==> config.mk <==
export PLATFORM = sky130hd
export DESIGN_NAME = gdr_top
export DESIGN_NICKNAME = d
export VERILOG_FILES = /design/src/hw/gdr_pkg.sv /design/src/hw/gdr_top.sv
export VERILOG_INCLUDE_DIRS = /design/src /design/src/hw
export SDC_FILE = /design/constraint.sdc
export NUM_CORES = 1
export LEC_CHECK = 0
export BUFFER_PORTS_ARGS = -buffer_cell sky130_fd_sc_hd__buf_2
export CORE_ASPECT_RATIO = 1.5
export CORE_UTILIZATION = 30
export DETAILED_ROUTE_END_ITERATION = 12
export MAX_ROUTING_LAYER = met4
export PLACE_DENSITY = 0.61
export SYNTH_ARGS = -nofsm -noshare
export SYNTH_HDL_FRONTEND = slang
export SYNTH_SLANG_ARGS = --single-unit
==> constraint.sdc <==
create_clock -name core_clk -period 4.65 [get_ports core_clk]
set_input_delay 0.2325 -clock core_clk [delete_from_list [all_inputs] [get_ports core_clk]]
set_output_delay 0.2325 -clock core_clk [all_outputs]
set_load 0.03 [all_outputs]
==> src/hw/gdr_map.svh <==
// register indices, field masks, reset values and timing counts for the gpio data/direction block
`ifndef GDR_MAP_SVH
`define GDR_MAP_SVH
`define GDR_IDX_LO_OUT 16'hC01E
`define GDR_IDX_LO_IN 16'hC020
`define GDR_IDX_LO_DIR 16'hC022
`define GDR_IDX_UP_OUT 16'hC024
`define GDR_IDX_UP_IN 16'hC026
`define GDR_IDX_UP_DIR 16'hC028
`define GDR_IDX_MODE 16'hC02A
`define GDR_LO_MASK 16'hFFFF
`define GDR_UP_MASK 16'hE1F8
`define GDR_MODE_MASK 16'h0007
`define GDR_RST_LATCH 16'h0000
`define GDR_RST_DIR 16'h0000
`define GDR_RST_MODE 3'h0
`define GDR_MODE_GPIO 3'h0
`define GDR_SYNC_STAGES 2
`endif

==> src/hw/gdr_pkg.sv <==
// types shared by the gpio data/direction block
package gdr_pkg;
  typedef enum logic [2:0] {
    GDR_SEL_NONE,
    GDR_SEL_LO_OUT,
    GDR_SEL_LO_IN,
    GDR_SEL_LO_DIR,
    GDR_SEL_UP_OUT,
    GDR_SEL_UP_IN,
    GDR_SEL_UP_DIR,
    GDR_SEL_MODE
  } gdr_sel_t;
  typedef logic [2:0] gdr_mode_t;
endpackage : gdr_pkg

==> src/hw/gdr_top.sv <==
// gpio data and direction registers for two pin banks of 16 and 9 pins, avalon-mm slave
// Operation
// - latch banks drive pins 15:0 and 31:19
// - latch reads return last written value
// - latch one drives high, zero low
// - input banks report pins 15:0 and 31:19
// - input bits show pin level; writes ignored
// - direction banks control pins 15:0, 31:19
// - direction one enables pin driver from latch
// - direction zero releases driver, input only
// - input registers at 0xC020 and 0xC026
// - direction registers at 0xC022 and 0xC028
// - upper latch register at 0xC024
// - pins act as gpio only in mode 000
//
// The Avalon-MM register port was chosen for this implementation.
`timescale 1ns/10ps
`include "gdr_map.svh"

module gdr_top
  import gdr_pkg::*;
(
  input wire logic core_clk, // 200 MHz system clock
  input wire logic nrst, // async reset, active low
  input wire logic [15:0] address, // word address, equals register index
  input wire logic read, // avalon read request
  input wire logic write, // avalon write request
  input wire logic [3:0] byteenable, // avalon byte lanes
  input wire logic [31:0] writedata, // avalon write data
  output logic [31:0] readdata, // avalon read data
  output logic waitrequest, // avalon stall
  input wire logic [31:0] pin_in, // pin levels seen at the pads
  output logic [31:0] pin_out, // pin output levels
  output logic [31:0] pin_oe_n // pin driver enable, low drives
);

  logic [15:0] lat_lo_ff;
  logic [15:0] lat_up_ff;
  logic [15:0] dir_lo_ff;
  logic [15:0] dir_up_ff;
  gdr_mode_t mode_ff;
  logic ack_ff;
  logic [31:0] rdata_ff;
  logic [31:0] sync1_ff;
  logic [31:0] sync2_ff;
  logic [15:0] nxt_lat_lo;
  logic [15:0] nxt_lat_up;
  logic [15:0] nxt_dir_lo;
  logic [15:0] nxt_dir_up;
  gdr_mode_t nxt_mode;
  logic nxt_ack;
  logic [31:0] nxt_rdata;
  logic [31:0] nxt_sync1;
  logic [31:0] nxt_sync2;
  gdr_sel_t sel;
  logic req;
  logic wr_go;
  logic [15:0] be_mask;
  logic [15:0] in_lo;
  logic [15:0] in_up;
  logic [31:0] lat_map;
  logic [31:0] dir_map;
  logic gpio_mode;

  // upper bank holds pins 31:29 in bits 15:13 and pins 24:19 in bits 8:3
  function automatic logic [31:0] gdr_to_pins(input logic [15:0] up, input logic [15:0] lo);
    gdr_to_pins = {up[15:13], 4'h0, up[8:3], 3'h0, lo};
  endfunction : gdr_to_pins

  // address decode
  always_comb begin
    unique case (address)
      `GDR_IDX_LO_OUT: sel = GDR_SEL_LO_OUT;
      `GDR_IDX_LO_IN: sel = GDR_SEL_LO_IN;
      `GDR_IDX_LO_DIR: sel = GDR_SEL_LO_DIR;
      `GDR_IDX_UP_OUT: sel = GDR_SEL_UP_OUT;
      `GDR_IDX_UP_IN: sel = GDR_SEL_UP_IN;
      `GDR_IDX_UP_DIR: sel = GDR_SEL_UP_DIR;
      `GDR_IDX_MODE: sel = GDR_SEL_MODE;
      default: sel = GDR_SEL_NONE;
    endcase
  end

  // one wait cycle: read data is captured on the first edge and stands on the second
  assign req = read | write;
  assign waitrequest = req & ~ack_ff;
  assign wr_go = write & ack_ff;
  assign be_mask = {{8{byteenable[1]}}, {8{byteenable[0]}}};
  assign readdata = rdata_ff;

  assign in_lo = sync2_ff[15:0];
  assign in_up = {sync2_ff[31:29], 4'h0, sync2_ff[24:19], 3'h0};

  always_comb begin
    nxt_ack = req & ~ack_ff;
    nxt_rdata = rdata_ff;
    if (read && !ack_ff) begin
      unique case (sel)
        GDR_SEL_LO_OUT: nxt_rdata = {16'h0000, lat_lo_ff};
        GDR_SEL_LO_IN: nxt_rdata = {16'h0000, in_lo};
        GDR_SEL_LO_DIR: nxt_rdata = {16'h0000, dir_lo_ff};
        GDR_SEL_UP_OUT: nxt_rdata = {16'h0000, lat_up_ff};
        GDR_SEL_UP_IN: nxt_rdata = {16'h0000, in_up};
        GDR_SEL_UP_DIR: nxt_rdata = {16'h0000, dir_up_ff};
        GDR_SEL_MODE: nxt_rdata = {29'h00000000, mode_ff};
        GDR_SEL_NONE: nxt_rdata = 32'h00000000;
      endcase
    end
  end

  always_ff @(posedge core_clk or negedge nrst) begin
    if (!nrst) begin
      ack_ff <= 1'b0;
      rdata_ff <= 32'h00000000;
    end else begin
      ack_ff <= nxt_ack;
      rdata_ff <= nxt_rdata;
    end
  end

  // register writes; reserved bits are masked so they always read zero
  always_comb begin
    nxt_lat_lo = lat_lo_ff;
    nxt_lat_up = lat_up_ff;
    nxt_dir_lo = dir_lo_ff;
    nxt_dir_up = dir_up_ff;
    nxt_mode = mode_ff;
    if (wr_go) begin
      unique case (sel)
        GDR_SEL_LO_OUT: nxt_lat_lo = (lat_lo_ff & ~be_mask) | (writedata[15:0] & be_mask & `GDR_LO_MASK);
        GDR_SEL_LO_DIR: nxt_dir_lo = (dir_lo_ff & ~be_mask) | (writedata[15:0] & be_mask & `GDR_LO_MASK);
        GDR_SEL_UP_OUT: nxt_lat_up = (lat_up_ff & ~be_mask) | (writedata[15:0] & be_mask & `GDR_UP_MASK);
        GDR_SEL_UP_DIR: nxt_dir_up = (dir_up_ff & ~be_mask) | (writedata[15:0] & be_mask & `GDR_UP_MASK);
        GDR_SEL_MODE: begin
          if (byteenable[0]) begin
            nxt_mode = writedata[2:0];
          end
        end
        GDR_SEL_LO_IN, GDR_SEL_UP_IN, GDR_SEL_NONE: nxt_mode = mode_ff;
      endcase
    end
  end

  always_ff @(posedge core_clk or negedge nrst) begin
    if (!nrst) begin
      lat_lo_ff <= `GDR_RST_LATCH;
      lat_up_ff <= `GDR_RST_LATCH;
      dir_lo_ff <= `GDR_RST_DIR;
      dir_up_ff <= `GDR_RST_DIR;
      mode_ff <= `GDR_RST_MODE;
    end else begin
      lat_lo_ff <= nxt_lat_lo;
      lat_up_ff <= nxt_lat_up;
      dir_lo_ff <= nxt_dir_lo;
      dir_up_ff <= nxt_dir_up;
      mode_ff <= nxt_mode;
    end
  end

  // pads are asynchronous to core_clk; first stage feeds only the second
  assign nxt_sync1 = pin_in;
  assign nxt_sync2 = sync1_ff;

  always_ff @(posedge core_clk or negedge nrst) begin
    if (!nrst) begin
      sync1_ff <= 32'h00000000;
      sync2_ff <= 32'h00000000;
    end else begin
      sync1_ff <= nxt_sync1;
      sync2_ff <= nxt_sync2;
    end
  end

  // pin drivers; absent pins 28:25 and 18:16 map to zero and never drive
  assign lat_map = gdr_to_pins(lat_up_ff, lat_lo_ff);
  assign dir_map = gdr_to_pins(dir_up_ff, dir_lo_ff);
  assign gpio_mode = (mode_ff == `GDR_MODE_GPIO);

  genvar gi;
  generate
    for (gi = 0; gi < 32; gi++) begin : g_pin
      assign pin_out[gi] = lat_map[gi];
      assign pin_oe_n[gi] = ~(dir_map[gi] & gpio_mode);
    end
  endgenerate
endmodule : gdr_top

# Word level (Yosys, flattened, before mapping)
# Index checks and enable logic that the tools add are counted.
# op_classes
muxes	2
n_mul	0
shift	0
div_mod_pow	0
n_addsub	0
n_lt_le_gt_ge	0
n_eq_ne	14
bitwise_logic	64
n_reduce_logical	9
# op_table
cell	n
one-hot mux 32 bit (8 select lines)	1
equality test 16 bit (second input constant)	7
bitwise AND 16 bit	5
bitwise OR 16 bit	4
bitwise AND 1 bit	27
NOT 1 bit	26
one-hot mux 3 bit (7 select lines)	1
NOT 16 bit	1
equality test 3 bit (second input constant)	4
AND reduction 2 bit	4
equality test 3 x 2 -> 1 bit (second input constant)	2
logical NOT 3 bit	2
equality test 3 x 1 -> 1 bit (second input constant)	1
AND reduction 3 bit	1
logical AND 1 bit	1
logical NOT 1 bit	1
bitwise OR 1 bit	1
# word_totals
mem_bits_ro	0
reg_bits	164
ramBits	0
out_inout_bits	97
latchBits	0
wordCells	98
in_bits	88
mem_count	0

# Depth between registers and ports, before layout
# Gate-level depths: netlist of the first run.
# logic_depth
ltp_word	4
depth_mapped	9
depth_no_buf	6

# Worst setup path after synthesis of the first run
# No wires, ideal clock.
# synth_path
kind	input -> register
startpoint	input address[8]
endpoint	register with a tool-made name
t_arrival_ns	2.039
path_stages	5
n_path_buf	0
path_slack_ns	2.486
required_ns	4.525
setup_time_ns	0.125
cell_sequence	or4b_4 -> nor4_1 -> nand2_1 -> nor3b_2 -> mux2_2
# synth_rtl
element	line_no	text
from (decl)	gdr_top.sv:25	input wire logic [15:0] address,

# Worst setup path in the final report of the first run
# layout_path
startpoint	input address[9]
endpoint	register rdata_ff[7], in the netlist readdata[7]
# layout_between
elab_chain_cells	4
word_cells_on_any_way	17
classes_between	14 x eq/ne; 2 x mux; 1 x reduce/logical
# layout_lines
element	line_no	text
equality test 16 bit	gdr_top.sv:72	unique case (address)
one-hot mux 3 bit (7 select lines) *	gdr_top.sv:72	
equality test 3 bit (tied with other cells)	gdr_top.sv:98	unique case (sel)
one-hot mux 32 bit (8 select lines) *	gdr_top.sv:98	
to (signal assigned)	gdr_top.sv:117	rdata_ff <= nxt_rdata;
to (decl)	gdr_top.sv:43	logic [31:0] rdata_ff;
# Every way passes the cells marked *; elsewhere a longest branch is shown, timed or not. The select of a mux whose other input is x is not followed.
# A chain may end at the register's enable or synchronous reset.

==> results of run 1 <==
-- metrics by stage --
step	total power (µW)	utilization	instance area [µm²]	hold slack (ns)	worst slack, ns
global route	2910	0.390	7450	0.0580	1.67
floorplan	1390	-	5950	-0.0631	2.49
CTS	2840	0.390	7440	0.0491	1.95
detailed placement	1470	0.345	6590	0.335	1.53
finish	2810	0.390	7450	0.0666	1.90
global placement	1460	0.345	6590	0.332	1.58
-- worst paths after layout --
check	from	endpoint	slack, ns	cells after the start
max	address[9]	readdata[7]	1.90	7
min	writedata[10]	flop	0.07	2
max reg2reg	ack_ff	flop	2.67	3
min reg2reg	nxt_sync2[30]	sync2_ff[30]	0.34	0
max in group asynchronous	nrst	dir_up_ff[12]	3.07	3
min in group asynchronous	nrst	nxt_sync2[5]	0.44	2
-- routing by layer --
metal	share of wire	GRT usage	vias up
met2	0.53	0.299	156
met1	0.39	0.199	2126
li1	-	-	1997
met4	0.026	0.0743	0
met5	0	-	-
met3	0.054	0.0379	30
-- worst max-delay path: cells and delay by family --
| family | cells | cell delay (ns) |
|---|---|---|
| and+or+nand+nor | 3 | 2.16 |
| AOI/OAI and AO/OA | 3 | 0.57 |
| buffers and inverters | 1 | 0.10 |
-- cell type report --
type                            count  area, µm²  area share
Antenna cell                        2       5.00    0.000672
Clock buffer                       19        443      0.0595
Clock inverter                     13        155      0.0208
Inverter                            3       11.3     0.00151
Multi-Input combinational cell    325       2210       0.297
Sequential cell                   134       3350       0.450
Tap cell                          256        320      0.0430
Timing Repair Buffer              160        950       0.127
-- what timing repair did --
action	4_1_cts	5_1_grt
setup endpoints to repair	0	0
endpoints found under the hold margin	112	0
hold buffers	26	0
-- logic make-up (layout without fill, tap and decap cells) --
group,count (synthesis),count (layout)
AOI/OAI and AO/OA,67,67
DFF,134,134
xor gates and xnor gates,1,1
muxes,57,57
other,2,32
and+or+nand+nor,170,170
buffers and inverters,62,195
-- layout by cell type (no fill, tap or decap), drive strengths merged, types with 13 or more instances in the layout --
| master | n |
|---|---|
| clkbuf | 19 |
| conb | 30 |
| nor2b | 17 |
| o21ai | 17 |
| mux2 | 57 |
| nor3 | 18 |
| nand3 | 13 |
| buf | 134 |
| nand2 | 61 |
| dlygate4sd3 | 26 |
| nor2 | 21 |
| dfrtp | 134 |
-- report_power, final --
group	internal (µW)	total, µW	leakage (µW)	switching [µW]
Sequential	1200	1220	0.00174	16.7
Clock	854	1350	0.000289	495
Combinational	73.4	240	0.00147	167
==> flow_metrics.tcl, run 1 <==
set metrics [dict create \
    synth_mux_area_frac 0.110 \
    synthesis.area_um2 5840 \
    max_freq_ghz 0.364 \
    initial_utilization 0.306 \
    core_area_um2 19100 \
    h-tree-depth 4 \
    synth_top_family_by_area "simple AND/OR/NAND/NOR gates" \
    rsz0062_at_grt "false" \
    synth_edf_count 0 \
    synthSimpleGateAreaFrac 0.159 \
    clk_pin_slew_ns 0.06 \
    grt_max_degree 89 \
    yosysMostFrequentCell "dfrtp_1" \
    area_delta_synth_final_pct 27.5 \
    drv_slew 0 \
    grt-ovfl-total 0 \
    ys_seq_elements 134 \
    p_leak_uw 0.00349 \
    yosys-top-cells-count "dfrtp_1 (134), nand2_1 (61), mux2_2 (49)" \
    cp.arrival_ns 3.08 \
    fin_skew_ns 0.0126 \
    synthXorXnorAreaFrac 0.00150 \
    slew_headroom 0.311 \
    worst_path_max_delay_cell "nor2_1" \
    async_flop_share 1.00 \
    yosysTopAreaCellShare 0.574 \
    cts_made_buffers 17 \
    drcViolationCount 0 \
    portBuffers 129 \
    powerDensity_nw_per_um2 377 \
    status "finished, final reports clean" \
    row_count 62 \
    syn_inst 493 \
    cts_tree "yes" \
    first_pass_iters 4 \
    period_needed_ns 2.75 \
    synth_compound_area_frac 0.0880 \
    cts_setup_buffers 0 \
    antenna_found_initial 1 \
    synth.distinct_cells 56 \
    hold_viol_final 0 \
    cpPeakStageDelay_ns 0.86 \
    synth.area.top_cells "dfrtp_1 (57%), mux2_2 (9.4%), buf_4 (5.1%)" \
    worstSetupEndpointType "flop" \
    crit_type "input pin to flop" \
    drive_gt1_frac 0.352 \
    n_fill_cell 1904 \
    postCtsResizedCells 0 \
    ant_nets 0 \
    crit_chain "buf_2 > nor4b_1 > nand3_1 > nor2_1 > a32oi_1 > o211a_1 > a211oi_2" \
    synth_flop_cell "dfrtp_1" \
    fin_nets 729 \
    drtIter0Drc 229 \
    clk_latency_ns 0.41 \
    clk_path_buf_depth 2 \
    tightest_slew_ns 1.03 \
    grt_pass1_wl_um 24900 \
    grt_pass1_vias 4366 \
    crit_fanout 14 \
    ys_warn_count 0 \
    min_period_over_period 0.591 \
    final_cells 912 \
    die_h_um 173 \
    place.detailed.hpwl_um 11700 \
    die-area_um2 20000 \
    peakVddDrop_mv 0.172 \
    wl_per_cell_um 17.9 \
    numClockSinks 134 \
    hp-class "input pin to flop" \
    yosys.area_share.adder 0 \
    drt_wl_total_um 16400 \
    die_x_um 116 \
    vias 4309 \
    dp.cells 852 \
    critPathLaunchType "input pin" \
    setup_viol 0 \
    place_congestion 0.851 \
    syn_avg_cell_area_um2 11.8 \
    synth_area_leader_cell "dfrtp_1" \
    cp_data_required_time_ns 4.98 \
    maxCapViolations 0 \
    clockRootBuffer "clkbuf_16" \
    ios 185 \
    yosysSeqAreaShare 0.574 \
    fin_setup_tns_ns 0 \
    grt_use_total 0.177 \
    viasPerCell 4.72 \
]
Note: power is estimated with default switching activity, not from simulation.
==> inputs of run 2 (changes only) <==
Settings changed: ABC_AREA from default to 1, PLACE_DENSITY 0.61 to 0.62.
Clock period 4.65 ns to 2.5 ns, I/O delays scaled along.
==> run 2 against run 1 <==
  * Global-route usage shrank 1.6 points
  * Highest routed layer unchanged
  * Total power rose by 74%
  * Clock skew decreased by 0.0059 ns
  * Worst hold slack got worse by 0.050 ns
  * Clock-buffer cell count is the same
  * Synthesized area is 4.3% higher
  * Die area rose by 4.3%
  * Non-clock buffer count is 5 higher
  * Via count increased by 10%
  * Flip-flop and latch count stayed put
==> flow_metrics.tcl, run 2 <==
set metrics [dict create \
    period_needed_ns 1.81 \
    ys_warn_count 0 \
    die_h_um 177 \
    drcViolationCount 0 \
    powerDensity_nw_per_um2 641 \
    clk_pin_slew_ns 0.06 \
    cp_data_required_time_ns 2.38 \
    cts_made_buffers 17 \
    viasPerCell 4.35 \
    numClockSinks 134 \
    grt_pass1_vias 4582 \
    drt_wl_total_um 15500 \
    most-common-layout-cells "nand2_1 (167), dfrtp_1 (134), buf_2 (128), nand3_1 (88), inv_1 (66)" \
    area_delta_synth_final_pct 25.6 \
    synth_flop_cell "dfrtp_1" \
    hold_viol_final 0 \
    critPathLaunchType "flop" \
    fin_setup_tns_ns 0 \
    n_antenna_cell 0 \
    maxCapViolations 0 \
    wl_per_cell_um 14.3 \
    yosys-top-cells-count "nand2_1 (167), dfrtp_1 (134), nand3_1 (88)" \
    grt_use_total 0.161 \
    final_cells 1088 \
    synth.distinct_cells 29 \
    yosysSeqAreaShare 0.550 \
    synth_area_leader_cell "dfrtp_1" \
    die-area_um2 20900 \
    die_x_um 118 \
    place.detailed.hpwl_um 10900 \
    crit_fanout 25 \
    peakVddDrop_mv 0.403 \
    cp.arrival_ns 1.68 \
    yosysTopAreaCellShare 0.550 \
    ios 185 \
    ant_nets 0 \
    fin_skew_ns 0.00669 \
    crit_type "flop to output pin" \
    tightest_slew_ns 0.783 \
    synth.area.top_cells "dfrtp_1 (55%), nand2_1 (10%), nand3_1 (7.2%)" \
    initial_utilization 0.307 \
    cts_setup_buffers 0 \
    syn_inst 666 \
    synthesis.area_um2 6090 \
    grt_max_degree 83 \
    status "finished, final reports clean" \
    syn_avg_cell_area_um2 9.15 \
    r2r_setup_slack_ns 0.82 \
    hp-class "input pin to flop" \
    dp.cells 1027 \
    worstSetupEndpointType "output pin" \
    max_freq_ghz 0.553 \
    clockRootBuffer "clkbuf_16" \
    async_flop_share 1.00 \
    core_area_um2 19900 \
    setup_viol 0 \
    ys_seq_elements 134 \
    antenna_found_initial 0 \
    yosysMostFrequentCell "nand2_1" \
    clk_path_buf_depth 2 \
    drtIter0Drc 191 \
    min_period_over_period 0.723 \
    portBuffers 129 \
    slew_headroom 0.476 \
    p_leak_uw 0.00399 \
    rsz0062_at_grt "false" \
    drv_slew 0 \
    place_congestion 0.780 \
    synth_edf_count 0 \
    grt-ovfl-total 0 \
    fin_nets 903 \
    vias 4738 \
    n_fill_cell 2022 \
    cts_tree "yes" \
    final_common_cell "nand2_1" \
    grt_pass1_wl_um 24500 \
    h-tree-depth 4 \
    row_count 63 \
    drive_gt1_frac 0.284 \
    clk_latency_ns 0.42 \
    first_pass_iters 5 \
]
run 2: cell types whose count changed after synthesis, moves of 13 or more:
cell	before	now
clkbuf_1	17	4
nand2_1	61	167
nor2b_1	17	0
nor2_1	21	51
nand3_1	13	88
o21ai_2	0	32
inv_1	3	66
nor3_1	15	1
mux2_2	49	0
run 2: cell type report:
cell class / instances / area [µm²] / area share
inverter: 67 / 251 / 0.0329
sequential: 134 / 3350 / 0.438
timing repair buffer: 165 / 1010 / 0.132
tap: 260 / 325 / 0.0425
clock buffer: 19 / 453 / 0.0592
multi-input combinational: 430 / 2140 / 0.279
clock inverter: 13 / 125 / 0.0163
run 2: cell families (layout without fill, tap and decap cells):
kind of cell / Yosys count / in the layout / synth area share
AOI/OAI and AO/OA: 60 / 60 / 0.0719
and+or+nand+nor: 340 / 340 / 0.260
DFF: 134 / 134 / 0.550
buffers and inverters: 130 / 264 / 0.117
other: 2 / 30 / 0.00123
run 2: repair_timing:
| item | CTS | global route |
|---|---|---|
| hold buffers | 29 | 0 |
| gates resized for setup | 0 | 0 |
| endpoints found under the hold margin | 164 | 0 |
run 2: critical path, stage by stage, from the launching register on:
cell	delay [ns]
dfrtp_1	0.41
nor3_2	0.17
buf_4	0.33
nand2_1	0.15
buf_2	0.21
run 2: layer usage:
metal	vias up	track usage	wire length, µm
li1	2334	-	-
met1	2225	0.186	6590
met2	156	0.265	7900
met3	23	0.0317	601
met4	0	0.0796	437
met5	-	-	0
run 2: per-stage QoR:
step / hold slack, ns / instance area [µm²] / power (µW) / worst slack (ns) / util
floorplan: -0.171 / 6200 / 2420 / 0.993 / -
global placement: -0.0735 / 6790 / 2520 / 0.699 / 0.342
detailed placement: -0.0721 / 6790 / 2520 / 0.680 / 0.342
CTS: 0.00542 / 7650 / 4970 / 0.665 / 0.385
global route: 0.0126 / 7650 / 5100 / 0.601 / 0.385
finish: 0.0170 / 7650 / 4900 / 0.693 / 0.385
run 2: path summary, 6_finish.rpt:
check                             start            to  cells after the start
min                        writedata[9]          flop                      3
max in group asynchronous          nrst  sync2_ff[13]                      3
max reg2reg                      ack_ff          flop                      5
min reg2reg                nxt_sync2[9]   sync2_ff[9]                      0
min in group asynchronous          nrst  nxt_sync2[4]                      2
max                          mode_ff[2]  pin_oe_n[10]                      4
run 2: report_power, final:
part	total, µW	internal, µW	switching (µW)
logic	285	84.0	201
registers	2230	2210	13.2
clock network	2390	1430	966
